<file path="src/cbm_defs.vh">
/*
 Constants of the code bank mapper: register address, field positions,
 reset value and memory geometry. Assumes inclusion by bare name.
*/
`ifndef CBM_DEFS_VH
`define CBM_DEFS_VH
`define CBM_BANK_SEL_ADDR 8'hb1
`define CBM_BANK_SEL_RESET 8'h11
`define CBM_BANK_SEL_MASK 8'h33
`define CBM_FETCH_LSB 0
`define CBM_FETCH_MSB 1
`define CBM_CONST_LSB 4
`define CBM_CONST_MSB 5
`define CBM_UPPER_BIT 15
`define CBM_RESERVED_BASE 17'h1fc00
`define CBM_PROGRAM_STORE_CONTROL_WRITE_BIT 0
`endif

</file>
<file path="src/cbm_code_bank_mapper.v">
/*
 Code bank mapper: holds the bank select register and maps core fetch
 and constant accesses onto 128k bytes of banked flash.
 Assumes the core presents special function register accesses and
 code accesses as same-clock strobes.
*/
`timescale 1ns/1ns
`default_nettype none
`include "cbm_defs.vh"
module cbm_code_bank_mapper (
  input wire clk,
  input wire reset,
  input wire sfrWrite,
  input wire sfrRead,
  input wire [7:0] sfrAddr,
  input wire [7:0] sfrWData,
  output reg [7:0] sfrRData,
  output wire sfrHit,
  input wire [15:0] execPc,
  input wire fetchReq,
  input wire [15:0] fetchAddr,
  input wire constReq,
  input wire constWrite,
  input wire scratchSel,
  input wire [15:0] constAddr,
  input wire [7:0] programStoreControl,
  output reg [16:0] fetchFlashAddr,
  output reg fetchValid,
  output reg [16:0] constFlashAddr,
  output reg constValid,
  output reg constWriteEn,
  output reg constScratch,
  output reg reservedFault
);
  reg [1:0] fetchBankField_q;
  reg [1:0] constBankField_q;
  wire regSel;
  wire fromBank0;
  wire [16:0] fetchMapped;
  wire [16:0] constMapped;
  wire fetchRes;
  wire constRes;
  localparam [7:0] RESET_VAL = `CBM_BANK_SEL_RESET;

  ////////////////////////////////////////////////////////////////////
  // Register access on every page; the fetch bank field is written only while executing from the lower half
  assign regSel = (sfrAddr == `CBM_BANK_SEL_ADDR);
  assign sfrHit = regSel && (sfrRead || sfrWrite);
  assign fromBank0 = !execPc[`CBM_UPPER_BIT];

  always @(posedge clk or posedge reset) begin
    if (reset) begin
      fetchBankField_q <= RESET_VAL[`CBM_FETCH_MSB:`CBM_FETCH_LSB];
      constBankField_q <= RESET_VAL[`CBM_CONST_MSB:`CBM_CONST_LSB];
    end else if (sfrWrite && regSel) begin
      constBankField_q <= sfrWData[`CBM_CONST_MSB:`CBM_CONST_LSB];
      if (fromBank0) begin
        fetchBankField_q <= sfrWData[`CBM_FETCH_MSB:`CBM_FETCH_LSB];
      end
    end
  end

  always @(posedge clk or posedge reset) begin
    if (reset) begin
      sfrRData <= 8'h00;
    end else if (sfrRead && regSel) begin
      sfrRData <= {2'h0, constBankField_q, 2'h0, fetchBankField_q};
    end
  end

  ////////////////////////////////////////////////////////////////////
  // Address mapping; fetch and constant paths kept apart by request type
  cbm_bank_decode fetchDecode (
    .codeAddr(fetchAddr),
    .bankSel(fetchBankField_q),
    .bypass(1'b0),
    .flashAddr(fetchMapped),
    .reservedHit(fetchRes)
  );

  cbm_bank_decode constDecode (
    .codeAddr(constAddr),
    .bankSel(constBankField_q),
    .bypass(scratchSel),
    .flashAddr(constMapped),
    .reservedHit(constRes)
  );

  always @(posedge clk or posedge reset) begin
    if (reset) begin
      fetchFlashAddr <= 17'h00000;
      fetchValid <= 1'b0;
      constFlashAddr <= 17'h00000;
      constValid <= 1'b0;
      constWriteEn <= 1'b0;
      constScratch <= 1'b0;
      reservedFault <= 1'b0;
    end else begin
      fetchValid <= fetchReq;
      constValid <= constReq && !constWrite ||
        constReq && constWrite && programStoreControl[`CBM_PROGRAM_STORE_CONTROL_WRITE_BIT];
      constWriteEn <= constReq && constWrite &&
        programStoreControl[`CBM_PROGRAM_STORE_CONTROL_WRITE_BIT];
      constScratch <= constReq && scratchSel;
      reservedFault <= (fetchReq && fetchRes) || (constReq && constRes);
      if (fetchReq) begin
        fetchFlashAddr <= fetchMapped;
      end
      if (constReq) begin
        constFlashAddr <= constMapped;
      end
    end
  end
endmodule // cbm_code_bank_mapper
`default_nettype wire

</file>
<file path="src/cbm_bank_decode.v">
/*
 Bank decoder: forms a 17-bit flash address from a 16-bit code address
 and a 2-bit upper-window bank. Purely combinational.
*/
`timescale 1ns/1ns
`default_nettype none
`include "cbm_defs.vh"
module cbm_bank_decode (
  input wire [15:0] codeAddr,
  input wire [1:0] bankSel,
  input wire bypass,
  output wire [16:0] flashAddr,
  output wire reservedHit
);
  wire upper;
  wire [1:0] bank;
  assign upper = codeAddr[`CBM_UPPER_BIT];
  // Lower half always bank 0; upper half takes the selected bank unless bypass is set
  assign bank = (upper && !bypass) ? bankSel : 2'h0;
  assign flashAddr = {bank, codeAddr[14:0]};
  assign reservedHit = (flashAddr >= `CBM_RESERVED_BASE) && !bypass;
endmodule // cbm_bank_decode
`default_nettype wire

</file>
<file path="config.mk">
export PLATFORM = sky130hd
export DESIGN_NAME = cbm_code_bank_mapper
export DESIGN_NICKNAME = d
export VERILOG_FILES = /design/src/cbm_code_bank_mapper.v /design/src/cbm_bank_decode.v
export VERILOG_INCLUDE_DIRS = /design/src
export SDC_FILE = /design/constraint.sdc
export NUM_CORES = 1
export LEC_CHECK = 0
export BUFFER_PORTS_ARGS = -buffer_cell sky130_fd_sc_hd__buf_2
export CORE_MARGIN = 5
export CORE_UTILIZATION = 40
export CTS_CLUSTER_SIZE = 40
export DETAILED_ROUTE_END_ITERATION = 6
export PLACE_DENSITY = 0.78
export SYNTH_ARGS = -nofsm -noshare
export SYNTH_HDL_FRONTEND = slang
export SYNTH_SLANG_ARGS = --single-unit
</file>
<file path="constraint.sdc">
create_clock -name clk -period 2.1 [get_ports clk]
set_input_delay 0.105 -clock clk [delete_from_list [all_inputs] [get_ports clk]]
set_output_delay 0.105 -clock clk [all_outputs]
set_load 0.02 [all_outputs]
</file>
==> summary.txt <==
Die
  – Core ar.: around 0.0044 sq mm
  – Initial Util: about two fifths
  – Die footprint: between 0.006 and 0.007 sq mm
  – Die X: ~78 microns
  – I/O pin count: 128
  – Die Y-Extent: about 78 microns
  – Num rows: 24

STA
  – Final setup vio count: 0
  – Unrepaired setup endpoints after global routing: false
  – Tcrit/Tclk final: 52.2%
  – Setup TNS: 0 ns
  – Min Tclk post-route: around 1.1 ns
  – Final hold vios: 0
  – Max Fclk: 0.913 GHz
  – Final Max Slew Viols: 0
  – Post-Route Skew: around 0.0025 ns

Drt
  – DRT Wirelength: 4260 microns
  – Post-route DRC: 0
  – DR vias: 1367
  – Drt pass-1 iters: 4
  – Via/cell ratio: between 4 and 5
  – Post-DR wirelength/cell: roughly 15 microns
  – Starting DRT DRC Count: 12
  – Final ANT Viol Nets: 0

Finish
  – Filler Cell Count: ~400
  – Area of the multi-input gates: about 610 sq um
  – Layout cells sized above 1: 64.6%
  – Final nets: slightly above 300
  – Register area: around 0.0012 sq mm
  – Synthesis-to-layout area growth: 34.3%
  – Inserted Diodes: 0
  – Final Cell Area: roughly 0.0025 sq mm

Yosys
  – FF+latch count, synth: 47
  – Post-synthesis sequential area ratio: roughly 64%
  – Synth area leaders: dfrtp_1 61%, mux2_2 23%, dfstp_2 2.8%, buf_4 1.6%, inv_1 1.4%
  – Synth warn: 0
  – Post-Syn Area: between 0.0015 and 0.002 sq mm
  – Syn Inst Count: approximately 130
  – Main synth FF type: dfrtp_1
  – Post-synth EDFFs: 0
  – Area leader, netlist: dfrtp_1
  – Syn avg cell area: 14.8 sq um
  – Most frequent cells after synthesis: 45 x dfrtp_1, 37 x mux2_2, 7 x inv_1, 5 x o21ai_0
  – Async SR Flop Fraction: 100%
  – Number of distinct library cells after synthesis: 22
  – Cell with the most instances after synthesis: dfrtp_1
  – Area share of the largest cell type after synthesis: 61.0%

Pwr
  – Cell leakage power: approximately 0.0013 uW
  – Sequential power share: 54.7%
  – Net switching share of the total power: approximately 27%
  – NetSw: between 400 and 500 uW
  – Clock Power Share: approximately 28%
  – Combinational Power Share: between 10% and 20%
  – Internal power: around 1300 uW
  – Cell area power density: roughly 740 mW/mm^2
  – Maximum VDD drop: a little under 0.0005 V

Critical path
  – Delay-heaviest family, CP: flip-flops
  – Critical Path End Type: flop
  – CP peak stage delay: 0.57 ns
  – Worst path slowest cell: dfstp_2
  – Worst path bufs/invs: 0
  – WP data arrival: 1.33 ns
  – Setup crit start kind: flop
  – Critical path class: reg2reg
  – CP Max Fanout: 4
  – Critical Path RT: ~2.3 ns
  – CP cell instances: nand4_1, nor3_1, a41o_1

Clock network
  – CTS Buf Count: 5
  – Post-CTS Setup Repair Bufs: 0
  – Clock transition at the registers of the reported paths: around 0.080 ns
  – CTS tree: done
  – Clk_lat worst skew: 0.29 ns
  – CTS max path bufs: 2
  – Max H-tree Level: 2
  – Total clock sinks: between 40 and 50
  – Clk root buf: clkbuf_8

Global routing
  – Vias in the first global route: between 1.5k and 2k
  – Pin count of the biggest net entering global routing: 23
  – Congestion Overflow GR: 0
  – First-pass GRT wire length: roughly 7000 microns
  – Initial antenna violation count: 0
  – Overall routing resource usage: between 10% and 20%

Placed design
  – DP HPWL: around 3400 microns
  – PortBufs: 97
  – Placed cell area: 0.00238 sq mm
  – GPL Wtd Cong: ~0.7

Min path
  – Worst hold path type: in2reg

Run
  – Max-Cap Viols: 0

Status
  – Outcome: completed
[cell type report]
type	instances	area share [%]
tap	52	2.62
sequential	47	47.5
multi-input combinational	66	24.4
clock inverter	3	0.605
inverter	7	1.06
clock buffer	5	2.77
timing repair buffer	101	21.0
[per-stage QoR]
stage | utilization [%] | std cells | hold WS, ns | setup WS [ns] | total power, uW
finish | 56.2 | 281 | 0.0405 | 1.00 | 1840
global route | 56.2 | 281 | 0.0248 | 0.912 | 1930
CTS | 56.2 | 281 | 0.0243 | 1.02 | 1870
detailed placement | 53.8 | 271 | 0.100 | 0.869 | 1350
global placement | 53.8 | 271 | 0.0955 | 0.875 | 1330
floorplan | - | 128 | 0.136 | 0.882 | 1210
[state kept, by name, indices dropped and copies added (netlist names)]
signal / count
constFlashAddr: 17
reservedFault: 1
constBankField_q: 2
fetchFlashAddr: 17
fetchBankField_q: 2
constWriteEn: 1
fetchValid: 1
constScratch: 1
constValid: 1
sfrRData: 4
[worst paths after layout]
path                                                       from                       endpoint  slack [ns]  cells past startpoint
worst max-delay path            constBankField_q[0]$_DFFE_PP1P_        reservedFault$_DFF_PP0_        1.00                      3
worst min-delay path                               fetchAddr[5]  fetchFlashAddr[5]$_DFFE_PP0P_        0.04                      2
worst max register to register  constBankField_q[0]$_DFFE_PP1P_        reservedFault$_DFF_PP0_        1.00                      3
worst min register to register          sfrRData[5]$_DFFE_PP0P_        sfrRData[5]$_DFFE_PP0P_        0.50                      1
max in group asynchronous                                 reset  fetchFlashAddr[9]$_DFFE_PP0P_        1.18                      4
min in group asynchronous                                 reset         constScratch$_DFF_PP0_        0.33                      3
[power by group through the flow]
stage	Clock [uW]	Combinational, uW	Sequential, uW
final	510	323	1000
after global routing	568	351	1010
after CTS	535	328	1000
after detailed placement	0	325	1020
after global placement	0	317	1020
after floorplan	0	106	1100
[placed cells by master (no fill, tap or decap)]
master	instances
o211a_1	1
and2_1	1
nand4_1	2
conb_1	4
dfrtp_1	45
inv_2	1
nand4b_1	3
clkinv_2	3
a21boi_0	1
inv_1	6
o21ai_0	5
nor3_1	1
and3_1	1
nand2_1	2
nand3_1	4
nor4b_4	1
nor2_1	1
a41o_1	1
dfstp_2	2
clkbuf_8	5
dlygate4sd3_1	2
buf_4	2
mux2_2	37
buf_2	97
and4b_1	1
[routing by layer]
metal / vias up / wire [microns] / GRT usage, %
met3: 2 / 543 / 7.87
met1: 663 / 1590 / 15.7
met4: 0 / 19 / 4.05
li1: 632 / - / -
met5: - / 0 / 0
met2: 70 / 2110 / 24.4
[cells by family after synthesis]
| kind of cell | count (synthesis) | share of synthesized area [%] |
|---|---|---|
| mux | 37 | 22.6 |
| other cells | 1 | 0.203 |
| compound gates | 8 | 2.85 |
| simple gates | 17 | 6.57 |
| flops | 47 | 63.8 |
| buf+inv | 15 | 4.00 |
[timing repair]
item | in CTS | in global routing
hold endpoints to repair | 17 | 0
hold buffers | 2 | 0
endpoints found under the setup margin | 0 | 0
resized for setup | 0 | 0
Power figures use the tool's default switching activity.
